===== src/core/mrf_pkg.sv =====
// shared constants and types of the receive fifo threshold block
package mrf_pkg;

    // ----------------------------------------
    // register map, byte addresses
    // ----------------------------------------
    localparam logic [7:0] ADR_AE = 8'h00;
    localparam logic [7:0] ADR_AF = 8'h04;
    localparam logic [7:0] ADR_SE = 8'h08;
    localparam logic [7:0] ADR_SF = 8'h0c;
    localparam logic [7:0] ADR_CTRL = 8'h10;
    localparam logic [7:0] ADR_STAT = 8'h14;
    localparam logic [7:0] ADR_MASK = 8'h18;
    localparam logic [7:0] ADR_LEVEL = 8'h1c;

    // ----------------------------------------
    // threshold type and reset values
    // ----------------------------------------
    typedef logic [15:0] mrf_thr_t;
    localparam mrf_thr_t RST_AE = 16'h0008;
    localparam mrf_thr_t RST_AF = 16'h0008;
    localparam mrf_thr_t RST_SE = 16'h0010;
    localparam mrf_thr_t RST_SF = 16'h0010;

    // ----------------------------------------
    // fields
    // ----------------------------------------
    localparam int CTRL_DISC = 0;
    localparam int EV_W = 6;
    localparam int EV_NF = 0;
    localparam int EV_TRUNC = 1;
    localparam int EV_DROP = 2;
    localparam int EV_OVF = 3;
    localparam int EV_XOFF = 4;
    localparam int EV_XON = 5;
    localparam int LVL_FLAGS = 16;
    localparam int ERR_W = 4;
    localparam logic [3:0] ERR_TRUNC_MASK = 4'h9;
    localparam int META_W = 5;

    typedef enum logic [1:0] {
        PS_IDLE, PS_XOFF_WAIT, PS_CONG, PS_XON_WAIT
    } mrf_pause_t;

endpackage


===== src/core/mrf_fifo_if.sv =====
// carrier between control, storage and level compare
`timescale 1ns/1ps
interface mrf_fifo_if #(
    parameter int DW = 8,
    parameter int AW = 6
);
    logic wr_en;
    logic [AW-1:0] wr_addr;
    logic [DW+mrf_pkg::META_W-1:0] wr_data;
    logic [AW-1:0] rd_addr;
    logic [DW+mrf_pkg::META_W-1:0] rd_data;
    logic [AW:0] count;
    mrf_pkg::mrf_thr_t ae;
    mrf_pkg::mrf_thr_t af;
    mrf_pkg::mrf_thr_t se;
    mrf_pkg::mrf_thr_t sf;
    logic ne;
    logic nf;
    logic dsav;
    logic cong;
    logic lvl_ok;

    modport ctl (output wr_en, wr_addr, wr_data, rd_addr, count, ae, af,
        se, sf, input rd_data, ne, nf, dsav, cong, lvl_ok);
    modport mem (input wr_en, wr_addr, wr_data, rd_addr, output rd_data);
    modport cmp (input count, ae, af, se, sf,
        output ne, nf, dsav, cong, lvl_ok);
endinterface


===== src/core/mrf_rx_thresh.sv =====
// receive fifo threshold control, top level
//
// Our own choices: the plain strobed port and the register offsets.
`timescale 1ns/1ps
module mrf_rx_thresh #(
    parameter int DW = 8,
    parameter int DEPTH = 64
) (
    input wire logic CORE_CLK_I,
    input wire logic RST_B_I,
    input wire logic [7:0] REG_ADDR_I,
    input wire logic [31:0] REG_WDATA_I,
    input wire logic REG_WR_I,
    input wire logic REG_RD_I,
    output logic [31:0] REG_RDATA_O,
    input wire logic [DW-1:0] MAC_DATA_I,
    input wire logic MAC_VALID_I,
    input wire logic MAC_EOP_I,
    input wire logic [3:0] MAC_ERR_I,
    input wire logic CLIENT_RECV_READY_I,
    input wire logic TX_BUSY_I,
    output logic [DW-1:0] CLIENT_DATA_O,
    output logic CLIENT_DATA_VALID_O,
    output logic CLIENT_END_OF_PACKET_O,
    output logic [3:0] CLIENT_FAULT_O,
    output logic RECV_DATA_AVAILABLE_O,
    output logic RECV_NEAR_EMPTY_FLAG_O,
    output logic RECV_NEAR_FULL_FLAG_O,
    output logic XOFF_REQ_O,
    output logic XON_REQ_O,
    output logic IRQ_O
);
    localparam int AW = $clog2(DEPTH);
    localparam int EW = DW + mrf_pkg::META_W;
    localparam logic [AW:0] FULL_CNT = (AW+1)'(DEPTH);

    function automatic logic [AW:0] bump(input logic [AW:0] p,
        input logic en);
        bump = p + {{AW{1'b0}}, en};
    endfunction

    mrf_fifo_if #(.DW(DW), .AW(AW)) fif ();

    mrf_fifo_mem #(.DW(DW), .DEPTH(DEPTH)) u_mem (
        .clk_i(CORE_CLK_I),
        .fif(fif.mem)
    );

    mrf_level_cmp #(.DEPTH(DEPTH), .AW(AW)) u_cmp (
        .clk_i(CORE_CLK_I),
        .rst_b_i(RST_B_I),
        .fif(fif.cmp)
    );

    // ----------------------------------------
    // declarations
    // ----------------------------------------
    mrf_pkg::mrf_thr_t ae_ff, af_ff, se_ff, sf_ff;
    mrf_pkg::mrf_thr_t nxt_ae, nxt_af, nxt_se, nxt_sf;
    logic disc_ff, nxt_disc;
    logic [mrf_pkg::EV_W-1:0] stat_ff, nxt_stat, mask_ff, nxt_mask, ev;
    logic [31:0] rdata_ff, nxt_rdata;
    logic irq_ff, nxt_irq, nf_d_ff;

    logic [AW:0] wr_ptr_ff, rd_ptr_ff, start_ff, eop_cnt_ff;
    logic [AW:0] nxt_wr_ptr, nxt_rd_ptr, nxt_start, nxt_eop_cnt, count;
    logic trunc_ff, nxt_trunc, pend_ff, nxt_pend;
    logic [3:0] pend_err_ff, nxt_pend_err, put_err;
    logic put, put_eop, drop, full, sf_mode, drop_mode;
    logic ev_trunc, ev_ovf;

    logic rd_go, above_ae, head_eop;
    logic [3:0] head_err;
    logic [DW-1:0] data_ff, nxt_data;
    logic dval_ff, nxt_dval, eop_ff, nxt_eop;
    logic [3:0] fault_ff, nxt_fault;

    mrf_pkg::mrf_pause_t ps_ff, nxt_ps;
    logic xoff_ff, nxt_xoff, xon_ff, nxt_xon;

    assign count = wr_ptr_ff - rd_ptr_ff;
    assign full = (count == FULL_CNT);
    assign sf_mode = (sf_ff == '0);
    assign drop_mode = sf_mode && disc_ff;
    assign fif.count = count;
    assign fif.ae = ae_ff;
    assign fif.af = af_ff;
    assign fif.se = se_ff;
    assign fif.sf = sf_ff;
    assign fif.wr_addr = wr_ptr_ff[AW-1:0];
    assign fif.rd_addr = rd_ptr_ff[AW-1:0];

    // ----------------------------------------
    // write side, truncation
    // ----------------------------------------
    always_comb begin
        put = 1'b0;
        put_eop = 1'b0;
        put_err = '0;
        nxt_trunc = trunc_ff;
        nxt_pend = pend_ff;
        nxt_pend_err = pend_err_ff;
        ev_trunc = 1'b0;
        ev_ovf = 1'b0;
        if (pend_ff) begin
            ev_ovf = MAC_VALID_I;
            if (!full) begin
                put = 1'b1;
                put_eop = 1'b1;
                put_err = pend_err_ff;
                nxt_pend = 1'b0;
            end
        end else if (MAC_VALID_I) begin
            if (trunc_ff || (fif.nf && !CLIENT_RECV_READY_I) || full) begin
                nxt_trunc = !MAC_EOP_I;
                if (MAC_EOP_I) begin
                    ev_trunc = 1'b1;
                    if (full) begin
                        nxt_pend = 1'b1;
                        nxt_pend_err = MAC_ERR_I | mrf_pkg::ERR_TRUNC_MASK;
                    end else begin
                        put = 1'b1;
                        put_eop = 1'b1;
                        put_err = MAC_ERR_I | mrf_pkg::ERR_TRUNC_MASK;
                    end
                end
            end else begin
                put = 1'b1;
                put_eop = MAC_EOP_I;
                put_err = MAC_EOP_I ? MAC_ERR_I : 4'h0;
            end
        end
    end

    // ----------------------------------------
    // write pointer, frame commit or drop
    // ----------------------------------------
    always_comb begin
        drop = put && put_eop && drop_mode && (put_err != 4'h0);
        fif.wr_en = put && !drop;
        fif.wr_data = {put_err, put_eop, pend_ff ? {DW{1'b0}} : MAC_DATA_I};
        nxt_wr_ptr = drop ? start_ff : bump(wr_ptr_ff, fif.wr_en);
        nxt_start = (put && put_eop) ? nxt_wr_ptr : start_ff;
    end

    // ----------------------------------------
    // read side, client stream
    // ----------------------------------------
    always_comb begin
        head_eop = fif.rd_data[DW];
        head_err = fif.rd_data[EW-1 -: mrf_pkg::ERR_W];
        above_ae = mrf_pkg::mrf_thr_t'(count) > ae_ff;
        rd_go = (count != '0) && CLIENT_RECV_READY_I
            && ((eop_cnt_ff != '0)
            || (!sf_mode && above_ae));
        nxt_rd_ptr = bump(rd_ptr_ff, rd_go);
        nxt_eop_cnt = bump(eop_cnt_ff, fif.wr_en && put_eop)
            - {{AW{1'b0}}, rd_go && head_eop};
        nxt_dval = rd_go;
        nxt_data = rd_go ? fif.rd_data[DW-1:0] : data_ff;
        nxt_eop = rd_go && head_eop;
        nxt_fault = (rd_go && head_eop) ? head_err : 4'h0;
    end

    // ----------------------------------------
    // pause request sequencing
    // ----------------------------------------
    always_comb begin
        nxt_ps = ps_ff;
        nxt_xoff = 1'b0;
        nxt_xon = 1'b0;
        case (ps_ff)
            mrf_pkg::PS_IDLE: begin
                if (fif.cong) begin
                    nxt_ps = mrf_pkg::PS_XOFF_WAIT;
                end
            end
            mrf_pkg::PS_XOFF_WAIT: begin
                if (!TX_BUSY_I) begin
                    nxt_xoff = 1'b1;
                    nxt_ps = mrf_pkg::PS_CONG;
                end
            end
            mrf_pkg::PS_CONG: begin
                if (!fif.cong) begin
                    nxt_ps = mrf_pkg::PS_XON_WAIT;
                end
            end
            mrf_pkg::PS_XON_WAIT: begin
                if (!TX_BUSY_I) begin
                    nxt_xon = 1'b1;
                    nxt_ps = mrf_pkg::PS_IDLE;
                end
            end
            default: begin
                nxt_ps = mrf_pkg::PS_IDLE;
            end
        endcase
    end

    // ----------------------------------------
    // registers, events, interrupt
    // ----------------------------------------
    always_comb begin
        ev = '0;
        ev[mrf_pkg::EV_NF] = fif.nf && !nf_d_ff;
        ev[mrf_pkg::EV_TRUNC] = ev_trunc;
        ev[mrf_pkg::EV_DROP] = drop;
        ev[mrf_pkg::EV_OVF] = ev_ovf;
        ev[mrf_pkg::EV_XOFF] = nxt_xoff;
        ev[mrf_pkg::EV_XON] = nxt_xon;
        nxt_ae = ae_ff;
        nxt_af = af_ff;
        nxt_se = se_ff;
        nxt_sf = sf_ff;
        nxt_disc = disc_ff;
        nxt_mask = mask_ff;
        nxt_stat = stat_ff;
        if (REG_WR_I) begin
            case (REG_ADDR_I)
                mrf_pkg::ADR_AE: nxt_ae = REG_WDATA_I[15:0];
                mrf_pkg::ADR_AF: nxt_af = REG_WDATA_I[15:0];
                mrf_pkg::ADR_SE: nxt_se = REG_WDATA_I[15:0];
                mrf_pkg::ADR_SF: nxt_sf = REG_WDATA_I[15:0];
                mrf_pkg::ADR_CTRL: nxt_disc = REG_WDATA_I[mrf_pkg::CTRL_DISC];
                mrf_pkg::ADR_STAT:
                    nxt_stat = stat_ff & ~REG_WDATA_I[mrf_pkg::EV_W-1:0];
                mrf_pkg::ADR_MASK: nxt_mask = REG_WDATA_I[mrf_pkg::EV_W-1:0];
                default: nxt_stat = nxt_stat;
            endcase
        end
        nxt_stat = nxt_stat | ev;
        nxt_irq = |(nxt_stat & nxt_mask);
        nxt_rdata = '0;
        if (REG_RD_I) begin
            case (REG_ADDR_I)
                mrf_pkg::ADR_AE: nxt_rdata[15:0] = ae_ff;
                mrf_pkg::ADR_AF: nxt_rdata[15:0] = af_ff;
                mrf_pkg::ADR_SE: nxt_rdata[15:0] = se_ff;
                mrf_pkg::ADR_SF: nxt_rdata[15:0] = sf_ff;
                mrf_pkg::ADR_CTRL: nxt_rdata[mrf_pkg::CTRL_DISC] = disc_ff;
                mrf_pkg::ADR_STAT: nxt_rdata[mrf_pkg::EV_W-1:0] = stat_ff;
                mrf_pkg::ADR_MASK: nxt_rdata[mrf_pkg::EV_W-1:0] = mask_ff;
                mrf_pkg::ADR_LEVEL: begin
                    nxt_rdata[AW:0] = count;
                    nxt_rdata[mrf_pkg::LVL_FLAGS +: 5] =
                        {trunc_ff, fif.cong, fif.dsav, fif.nf, fif.ne};
                end
                default: nxt_rdata = '0;
            endcase
        end
    end

    // ----------------------------------------
    // state registers
    // ----------------------------------------
    always_ff @(posedge CORE_CLK_I or negedge RST_B_I) begin
        if (!RST_B_I) begin
            ae_ff <= mrf_pkg::RST_AE;
            af_ff <= mrf_pkg::RST_AF;
            se_ff <= mrf_pkg::RST_SE;
            sf_ff <= mrf_pkg::RST_SF;
            disc_ff <= 1'b0;
            stat_ff <= '0;
            mask_ff <= '0;
            rdata_ff <= '0;
            irq_ff <= 1'b0;
            nf_d_ff <= 1'b0;
            wr_ptr_ff <= '0;
            rd_ptr_ff <= '0;
            start_ff <= '0;
            eop_cnt_ff <= '0;
            trunc_ff <= 1'b0;
            pend_ff <= 1'b0;
            pend_err_ff <= 4'h0;
            data_ff <= '0;
            dval_ff <= 1'b0;
            eop_ff <= 1'b0;
            fault_ff <= 4'h0;
            ps_ff <= mrf_pkg::PS_IDLE;
            xoff_ff <= 1'b0;
            xon_ff <= 1'b0;
        end else begin
            ae_ff <= nxt_ae;
            af_ff <= nxt_af;
            se_ff <= nxt_se;
            sf_ff <= nxt_sf;
            disc_ff <= nxt_disc;
            stat_ff <= nxt_stat;
            mask_ff <= nxt_mask;
            rdata_ff <= nxt_rdata;
            irq_ff <= nxt_irq;
            nf_d_ff <= fif.nf;
            wr_ptr_ff <= nxt_wr_ptr;
            rd_ptr_ff <= nxt_rd_ptr;
            start_ff <= nxt_start;
            eop_cnt_ff <= nxt_eop_cnt;
            trunc_ff <= nxt_trunc;
            pend_ff <= nxt_pend;
            pend_err_ff <= nxt_pend_err;
            data_ff <= nxt_data;
            dval_ff <= nxt_dval;
            eop_ff <= nxt_eop;
            fault_ff <= nxt_fault;
            ps_ff <= nxt_ps;
            xoff_ff <= nxt_xoff;
            xon_ff <= nxt_xon;
        end
    end

    assign REG_RDATA_O = rdata_ff;
    assign IRQ_O = irq_ff;
    assign CLIENT_DATA_O = data_ff;
    assign CLIENT_DATA_VALID_O = dval_ff;
    assign CLIENT_END_OF_PACKET_O = eop_ff;
    assign CLIENT_FAULT_O = fault_ff;
    assign RECV_DATA_AVAILABLE_O = fif.dsav;
    assign RECV_NEAR_EMPTY_FLAG_O = fif.ne;
    assign RECV_NEAR_FULL_FLAG_O = fif.nf;
    assign XOFF_REQ_O = xoff_ff;
    assign XON_REQ_O = xon_ff;
endmodule


===== src/core/mrf_fifo_mem.sv =====
// fifo entry storage, flip-flop array
`timescale 1ns/1ps
module mrf_fifo_mem #(
    parameter int DW = 8,
    parameter int DEPTH = 64
) (
    input wire logic clk_i,
    mrf_fifo_if.mem fif
);
    localparam int EW = DW + mrf_pkg::META_W;

    logic [EW-1:0] mem_ff [DEPTH];

    // ----------------------------------------
    // storage
    // ----------------------------------------
    always_ff @(posedge clk_i) begin
        if (fif.wr_en) begin
            mem_ff[fif.wr_addr] <= fif.wr_data;
        end
    end

    assign fif.rd_data = mem_ff[fif.rd_addr];
endmodule


===== src/core/mrf_level_cmp.sv =====
// level against threshold compare, registered flags
`timescale 1ns/1ps
module mrf_level_cmp #(
    parameter int DEPTH = 64,
    parameter int AW = 6
) (
    input wire logic clk_i,
    input wire logic rst_b_i,
    mrf_fifo_if.cmp fif
);
    localparam logic [AW:0] FULL_CNT = (AW+1)'(DEPTH);

    logic ne_ff, nf_ff, dsav_ff, cong_ff, ok_ff;
    logic nxt_ne, nxt_nf, nxt_dsav, nxt_cong;
    mrf_pkg::mrf_thr_t used, free;

    // ----------------------------------------
    // compare
    // ----------------------------------------
    always_comb begin
        used = mrf_pkg::mrf_thr_t'(fif.count);
        free = mrf_pkg::mrf_thr_t'(FULL_CNT - fif.count);
        nxt_ne = ok_ff && (used <= fif.ae);
        nxt_nf = ok_ff && (free <= fif.af);
        nxt_dsav = ok_ff && (fif.sf != '0) && (used >= fif.sf);
        nxt_cong = ok_ff && (fif.se != '0) && (used >= fif.se);
    end

    always_ff @(posedge clk_i or negedge rst_b_i) begin
        if (!rst_b_i) begin
            ne_ff <= 1'b0;
            nf_ff <= 1'b0;
            dsav_ff <= 1'b0;
            cong_ff <= 1'b0;
            ok_ff <= 1'b0;
        end else begin
            ne_ff <= nxt_ne;
            nf_ff <= nxt_nf;
            dsav_ff <= nxt_dsav;
            cong_ff <= nxt_cong;
            ok_ff <= 1'b1;
        end
    end

    assign fif.ne = ne_ff;
    assign fif.nf = nf_ff;
    assign fif.dsav = dsav_ff;
    assign fif.cong = cong_ff;
    assign fif.lvl_ok = ok_ff;
endmodule


===== config.mk =====
export PLATFORM = sky130hd
export DESIGN_NAME = mrf_rx_thresh
export DESIGN_NICKNAME = d
export VERILOG_FILES = /design/src/core/mrf_pkg.sv /design/src/core/mrf_fifo_if.sv /design/src/core/mrf_rx_thresh.sv /design/src/core/mrf_fifo_mem.sv /design/src/core/mrf_level_cmp.sv
export SDC_FILE = /design/constraint.sdc
export NUM_CORES = 1
export LEC_CHECK = 0
export BUFFER_PORTS_ARGS = -buffer_cell sky130_fd_sc_hd__buf_2
export CORE_MARGIN = 2
export CORE_UTILIZATION = 56
export CTS_CLUSTER_DIAMETER = 50
export DETAILED_ROUTE_END_ITERATION = 10
export PLACE_DENSITY = 0.76
export SLEW_MARGIN = 20
export SYNTH_ARGS = -nofsm -noshare
export SYNTH_HDL_FRONTEND = slang
export SYNTH_SLANG_ARGS = --single-unit

===== constraint.sdc =====
create_clock -name CORE_CLK_I -period 5.51 [get_ports CORE_CLK_I]
set_input_delay 0.2755 -clock CORE_CLK_I [delete_from_list [all_inputs] [get_ports CORE_CLK_I]]
set_output_delay 0.2755 -clock CORE_CLK_I [all_outputs]
set_load 0.005 [all_outputs]

* Word level (Yosys, flattened, before mapping)
Memory sizes are Yosys's and may differ from the RTL's.
Index checks and enable logic that the tools add are counted.
** Word-level totals
- Bits in writable memories :: 832
- Memory bits (read-only) :: 0
- Memories kept :: 1
- Latch bits :: 0
- Register bits :: 168
- Input bits :: 60
- Output and inout bits :: 52
- Logic and storage cells :: 152
** Memory list
- u_mem.mem_ff :: depth 64, bits a word 13, rd ports 1, clocked after memory_dff 0, write ports 1, RTL line mrf_fifo_mem.sv:12 : logic [EW-1:0] mem_ff [DEPTH];
** Cells by class
- Shifts and indexed selects :: 0
- Reduce and logical (&&, ||, !) cells :: 43
- Order comparisons :: 5
- Div/mod/pow operators :: 0
- Bitwise operators :: 5
- Eq/ne operators :: 15
- Add/sub/neg operators :: 6
- Multiply operators :: 0
- Muxes and demuxes :: 48
** Operators with widths (number)
- $pmux W9 S4 :: 1
- $pmux W5 S7 :: 1
- $eq A8 B5 Y1 const B :: 4
- $ge A7 B16 Y1 :: 2
- $mux W4 :: 8
- $reduce_bool A16 Y1 :: 2
- $mux W6 :: 4
- $mux W1 :: 23
- $add A7 B1 Y7 :: 3
- $mux W21 :: 1
- $logic_and A1 B1 Y1 :: 18
- $eq A8 B4 Y1 const B :: 2
- $gt A7 B16 Y1 :: 1
- $le A16 B16 Y1 :: 1
- $le A7 B16 Y1 :: 1
- $logic_not A16 Y1 :: 1
- $reduce_bool A7 Y1 :: 2
- $and A6 B6 Y6 :: 2
- $reduce_and A2 Y1 :: 5
- $eq A8 B3 Y1 const B :: 1
- $logic_not A8 Y1 :: 1
- $mux W2 :: 4
- $mux W8 :: 1
- $pmux W1 S8 :: 1
- other kinds (23) :: 32

* Depth between registers and ports, before layout
- Depth in word-level cells :: 15
- Gate-level depth with buffers :: 27
- Depth with buffers taken out :: 27

* Hierarchy
From an unflattened synthesis, not the netlist that was laid out.
** Unflattened totals
- Cells, all modules :: 2181
- Area total of the unflattened synthesis :: 40875.5 µm²
** By module, submodules not included
- mrf_fifo_mem :: cells an instance 1389, times used 1, sequential area each 24984.0 µm², area an instance 32084.5 µm²
- mrf_rx_thresh :: cells an instance 626, times used 1, sequential area each 3783.6 µm², area an instance 7531.0 µm²
- mrf_level_cmp :: cells an instance 166, times used 1, sequential area each 125.1 µm², area an instance 1260.0 µm²

* Worst setup path after synthesis
OpenSTA, ideal clock, no wires.
- Path type :: flip-flop to flip-flop
- Start point :: register rd_ptr_ff[1]
- End point :: register eop_cnt_ff[6]
- Arrival time :: 5381 ps
- Period minus slack after synthesis :: 5461 ps
- Buffers on the path :: 2
- Required time :: 5430 ps
- Path slack :: 49 ps
- Cell stages (with the launch flop) :: 25
- Path through :: dfrtp_1 -> buf_2 -> buf_1 -> inv_1 -> fa_1 -> nand3_1 -> nand2_1 -> xnor2_1 -> ha_1 -> a2111oi_0 -> a211oi_1 -> a2111oi_0 -> a211oi_2 -> nand2_1 -> inv_1 -> ha_1 -> inv_1 -> ha_1 -> fa_1 -> a21oi_1 -> nor2_1 -> o21ai_0 -> a21oi_1 -> nor2_1 -> xnor2_1
** RTL lines
- start, declared :: RTL line mrf_rx_thresh.sv:65 : logic [AW:0] wr_ptr_ff, rd_ptr_ff, start_ff, eop_cnt_ff;
- start signal, assigned :: RTL line mrf_rx_thresh.sv:295 : rd_ptr_ff <= nxt_rd_ptr;
- $sub A7 B7 Y7 :: RTL line mrf_rx_thresh.sv:81 : assign count = wr_ptr_ff - rd_ptr_ff;
- $gt A7 B16 Y1 :: RTL line mrf_rx_thresh.sv:152 : above_ae = mrf_pkg::mrf_thr_t'(count) > ae_ff;
- $logic_and A1 B1 Y1 :: RTL line mrf_rx_thresh.sv:155 : || (!sf_mode && above_ae));
- $logic_or A1 B1 Y1 :: RTL line mrf_rx_thresh.sv:155
- $logic_and A1 B1 Y1 :: RTL line mrf_rx_thresh.sv:154 : && ((eop_cnt_ff != '0)
- $logic_and A1 B1 Y1 *
- via nxt_eop :: RTL line mrf_rx_thresh.sv:75 : logic dval_ff, nxt_dval, eop_ff, nxt_eop;
- $sub A7 B1 Y7 * :: RTL line mrf_rx_thresh.sv:158 : - {{AW{1'b0}}, rd_go && head_eop};
- via nxt_eop_cnt[6] :: RTL line mrf_rx_thresh.sv:66 : logic [AW:0] nxt_wr_ptr, nxt_rd_ptr, nxt_start, nxt_eop_cnt, count;
- end signal, assigned :: RTL line mrf_rx_thresh.sv:297 : eop_cnt_ff <= nxt_eop_cnt;
- end, declared :: RTL line mrf_rx_thresh.sv:65
Mark *: on every way through the listed nets, which the timed path passes. The rest lies on a longest branch.
A chain may end at the register's enable or synchronous reset.

* Final worst setup path
- Start point :: register wr_ptr_ff[0]
- End point :: register eop_cnt_ff[6]
** RTL lines
- start, declared :: RTL line mrf_rx_thresh.sv:65
- start signal, assigned :: RTL line mrf_rx_thresh.sv:294 : wr_ptr_ff <= nxt_wr_ptr;
- $sub A7 B7 Y7 * :: RTL line mrf_rx_thresh.sv:81
- $gt A7 B16 Y1 :: RTL line mrf_rx_thresh.sv:152
- $logic_and A1 B1 Y1 :: RTL line mrf_rx_thresh.sv:155
- $logic_or A1 B1 Y1 :: RTL line mrf_rx_thresh.sv:155
- $logic_and A1 B1 Y1 * :: RTL line mrf_rx_thresh.sv:154
- $logic_and A1 B1 Y1 *
- via nxt_eop :: RTL line mrf_rx_thresh.sv:75
- $sub A7 B1 Y7 * :: RTL line mrf_rx_thresh.sv:158
- via nxt_eop_cnt[6] :: RTL line mrf_rx_thresh.sv:66
Marked as above.

==> impl_table.tex <==
\begin{tabular}{lr}
\hline
Metric & Value \\
\hline
\multicolumn{2}{l}{\textbf{Synthesis}} \\
Number of enable-type register cells in the synthesized netlist & 832 \\
Primary flip-flop cell chosen by synthesis mapping & sky130\_fd\_sc\_hd\_\_edfxtp\_1 \\
Average cell area after synthesis & 18.2 um2 \\
Asr flop ratio synth & 15.8\% \\
Count of state elements after synthesis & 988 \\
Number of warning messages in the yosys log & 0 \\
Syn Std Cell Area & 0.0401 mm2 \\
Gate count after technology mapping & 2204 \\
Sequential element share of the synthesized area & 72.0\% \\
Post-synthesis cell type count & 70 \\
\multicolumn{2}{l}{\textbf{Floorplanning}} \\
Core box area & 0.0712 mm2 \\
Y dimension of the die & 272 um \\
Initial Utilization & 56.3\% \\
Horizontal extent of the die & 272 um \\
IO Count & 112 \\
Area of the die & 0.0738 mm2 \\
Standard-cell row count & 98 \\
\multicolumn{2}{l}{\textbf{CTS}} \\
Worst-case clock buffer depth & 3 \\
Post-CTS repair timing setup buffer count & 0 \\
Worst-skew pair later-pin latency & 0.69 ns \\
Count of H-tree levels built during CTS & 3 \\
Library cell used as clock root buffer & sky130\_fd\_sc\_hd\_\_clkbuf\_16 \\
Total clock buffers created by CTS & 103 \\
CTS tree & done \\
Clock Pin Slew Worst Setup and Hold Paths & 0.06 ns \\
Count of clock tree sinks & 988 \\
\multicolumn{2}{l}{\textbf{Global routing}} \\
Global route overflow & 0 \\
Maximum number of pins on one net before global-route repair & 146 \\
Number of antenna violations at the first check in global routing & 2 \\
Vias in the first global route & 22300 \\
Wire length of the first global-routing pass & 146000 um \\
Global-route total usage across every layer & 27.0\% \\
\multicolumn{2}{l}{\textbf{Routing}} \\
Highest metal layer with signal wires & met5 \\
Number of DRC violations after detailed-routing iteration 0 & 2869 \\
Routed wire length & 98700 um \\
First drt pass iteration count & 6 \\
Met3 wire len & 10700 um \\
Total via count after detailed routing & 22400 \\
Number of routed nets with antenna violations & 0 \\
Total routed wire length on the met1 layer & 37600 um \\
Total length of routed met2 wires & 47200 um \\
Average wire length per cell after detail routing & 28.5 um \\
Count of unresolved DRC violations after routing & 0 \\
Vias per cell & 6.46 \\
\multicolumn{2}{l}{\textbf{Final layout}} \\
Final non-filler cell total & 3460 \\
Number of inserted diodes & 0 \\
Area delta synth->final & 14.3\% \\
Net total in the final layout & 2547 \\
Post-layout instance area & 0.0459 mm2 \\
Share of post-route cells with drive strength above 1 & 26.1\% \\
Number of filler instances in the final layout & 4630 \\
\multicolumn{2}{l}{\textbf{STA}} \\
Relative slew slack & 29.8\% \\
Max Slew Vio Count & 0 \\
Total of endpoints with negative setup slack in the final report & 0 \\
FMAX & 199 MHz \\
Share of the clock period used by the worst path & 91.0\% \\
Final critical-path required period & 5.01 ns \\
Actual transition at the worst max-transition pin & 1.05 ns \\
Final total negative setup slack & 0 ns \\
Layout Skew & 0.0481 ns \\
Unrepaired setup endpoints after global routing & false \\
Number of hold violations in the final report & 0 \\
\multicolumn{2}{l}{\textbf{Setup path}} \\
Arrival time worst endpoint & 5.57 ns \\
Library cell appearing most often on the critical path & sky130\_fd\_sc\_hd\_\_inv\_1 \\
Critical-path top delay cell & sky130\_fd\_sc\_hd\_\_dfrtp\_1 \\
Crit end category & flip-flop \\
Kind of cell with the highest combined delay on the critical path & adder cells \\
Required time reported for the critical path endpoint & 6.07 ns \\
Worst stage delay on the critical path & 0.45 ns \\
Category of the most critical setup path & flip-flop to flip-flop \\
Worst-path fanout max & 7 \\
Critical path launch point type & flip-flop \\
CP bufs+invs & 5 \\
\multicolumn{2}{l}{\textbf{Run status}} \\
Run status & complete, no violations \\
\multicolumn{2}{l}{\textbf{Placed design}} \\
Count of buffers inserted at the top-level ports & 84 \\
Placer Congestion & 0.917 \\
HPWL after DPL & 58400 um \\
Instance area after placement & 0.0423 mm2 \\
Cell Count Post-Placement & 3249 \\
\multicolumn{2}{l}{\textbf{Pwr}} \\
Maximum vdd drop & 0.000388 V \\
Power per unit of standard cell area & 513 mW/mm2 \\
Static leakage & 16.3 nW \\
\multicolumn{2}{l}{\textbf{Run}} \\
\# Max-Cap Violations & 0 \\
\multicolumn{2}{l}{\textbf{Worst hold path}} \\
Worst min path class & input port to flip-flop \\
\hline
\end{tabular}
flip-flops by register name, summed over array words and instances (netlist names), 8 cells and up:
signal         cells
CLIENT_DATA_O      8
REG_RDATA_O       21
ae_ff             16
af_ff             16
fif.se            16
fif.sf            16
u_mem.mem_ff     832
synth_stat cells, types with 5 or more instances:
cell type                    n  area (um2)
sky130_fd_sc_hd__edfxtp_1  832       25000
sky130_fd_sc_hd__mux4_2    203        4570
sky130_fd_sc_hd__dfrtp_1   152        3800
sky130_fd_sc_hd__nor2_1    118         443
sky130_fd_sc_hd__nand2_1   101         379
sky130_fd_sc_hd__mux2i_1    65         651
sky130_fd_sc_hd__mux2_2     64         721
sky130_fd_sc_hd__inv_1      62         233
sky130_fd_sc_hd__ha_1       59         738
sky130_fd_sc_hd__a21oi_1    56         280
sky130_fd_sc_hd__clkbuf_1   51         191
sky130_fd_sc_hd__o21ai_0    51         255
sky130_fd_sc_hd__a22oi_1    44         330
sky130_fd_sc_hd__a211oi_1   25         188
sky130_fd_sc_hd__buf_2      25         125
sky130_fd_sc_hd__buf_1      21        78.8
sky130_fd_sc_hd__nand3_1    19        95.1
sky130_fd_sc_hd__nor2b_1    19         119
sky130_fd_sc_hd__buf_4      17         128
sky130_fd_sc_hd__a21o_1     13        97.6
sky130_fd_sc_hd__o22ai_1    13        81.3
sky130_fd_sc_hd__xnor2_1    13         114
sky130_fd_sc_hd__nor3_1     12        60.1
sky130_fd_sc_hd__o221ai_1   12         105
sky130_fd_sc_hd__xor2_1     12         105
sky130_fd_sc_hd__a31oi_1    11        68.8
sky130_fd_sc_hd__nand4_1    11        68.8
sky130_fd_sc_hd__a222oi_1   10         100
sky130_fd_sc_hd__nand2b_1    9        56.3
sky130_fd_sc_hd__a22o_1      8        70.1
sky130_fd_sc_hd__and2_1      8        50.1
sky130_fd_sc_hd__and3_1      8        50.1
sky130_fd_sc_hd__nand3b_1    6        45.0
sky130_fd_sc_hd__nor4_1      6        37.5
sky130_fd_sc_hd__or4_1       5        37.5
logic make-up (layout without fill, tap and decap cells):
group                      after synthesis  in the layout  synth area share [%]
adders and majority gates               61             61                  1.94
and+or+nand+nor                        344            344                  4.08
DFF                                    988            988                  72.0
buffers and inverters                  180            476                  1.94
xor gates and xnor gates                25             25                 0.546
AOI/OAI and AO/OA                      272            272                  4.68
muxes                                  332            332                  14.8
other                                    2             12                0.0187
metrics by stage:
stage	hold slack [ns]	power (mW)	utilization, %	setup WS (ns)
after CTS	0.00713	23.6	64.4	0.361
after floorplan	-0.0201	14.1	-	0.0495
after global routing	0.0675	24.5	64.4	0.0226
after detailed placement	0.456	16.7	59.4	0.318
final	0.0374	23.6	64.4	0.496
after global placement	0.443	16.5	59.3	0.250
final cells by class:
cell class	count	area, um2	area share (%)
multi-input cells	1046	10600	23.2
inverters	65	244	0.532
clock inverters	67	704	1.54
repair buffers	222	1560	3.41
flip-flops and latches	988	28900	63.0
well taps	950	1190	2.59
clock buffers	122	2660	5.79
repair_timing:
item	CTS	global route
endpoints found under the setup margin	0	1
hold endpoints to repair	176	0
resized for setup	0	3
hold buffers	22	0
placed cells by master (no fill, tap or decap), drive strengths merged, types with 12 or more instances in the layout:
| cell type | Yosys | layout |
|---|---|---|
| o221ai | 12 | 12 |
| nor3 | 15 | 15 |
| clkinv | 3 | 47 |
| mux4 | 203 | 203 |
| a211oi | 26 | 26 |
| o22ai | 13 | 13 |
| buf | 64 | 200 |
| xor2 | 12 | 12 |
| ha | 59 | 59 |
| mux2 | 64 | 64 |
| nor2 | 118 | 118 |
| nand3 | 19 | 19 |
| nor2b | 19 | 19 |
| edfxtp | 832 | 832 |
| a21oi | 57 | 57 |
| xnor2 | 13 | 13 |
| a21o | 13 | 13 |
| nand2 | 101 | 101 |
| dlygate4sd3 | 0 | 22 |
| inv | 62 | 71 |
| a22oi | 44 | 44 |
| o21ai | 51 | 51 |
| conb | 2 | 12 |
| clkbuf | 51 | 122 |
| dfrtp | 152 | 152 |
| mux2i | 65 | 65 |
metal layers:
| layer | track usage [%] | up-vias |
|---|---|---|
| met2 | 42.6 | 1440 |
| met4 | 9.04 | 2 |
| met5 | 0 | - |
| li1 | - | 9228 |
| met1 | 38.2 | 11500 |
| met3 | 5.40 | 217 |
worst reg2reg max path: cells and delay by family (launching register included):
| family | cells | cell delay [ns] |
|---|---|---|
| adders and majority gates | 6 | 1.70 |
| AOI/OAI and AO/OA | 8 | 1.52 |
| and+or+nand+nor | 5 | 0.60 |
| DFF | 1 | 0.45 |
| buffers and inverters | 5 | 0.40 |
| muxes | 1 | 0.15 |
| xor gates and xnor gates | 1 | 0.13 |
final timing paths:
path	startpoint	end	slack [ns]	cells past startpoint
worst max-delay path	wr_ptr_ff[0]	eop_cnt_ff[6]	0.50	26
worst min-delay path	REG_ADDR_I[6]	REG_RDATA_O[6]	0.04	4
worst max register to register	wr_ptr_ff[0]	eop_cnt_ff[6]	0.50	26
worst min register to register	rd_ptr_ff[6]	rd_ptr_ff[6]	0.49	1
max in group asynchronous	RST_B_I	rd_ptr_ff[0]	3.88	3
min in group asynchronous	RST_B_I	REG_RDATA_O[14]	0.31	2
where the power goes:
part / switching [mW] / internal (mW)
registers: 0.227 / 8.62
clock network: 2.95 / 3.87
logic: 4.72 / 3.17
Power figures use the tool's default switching activity.
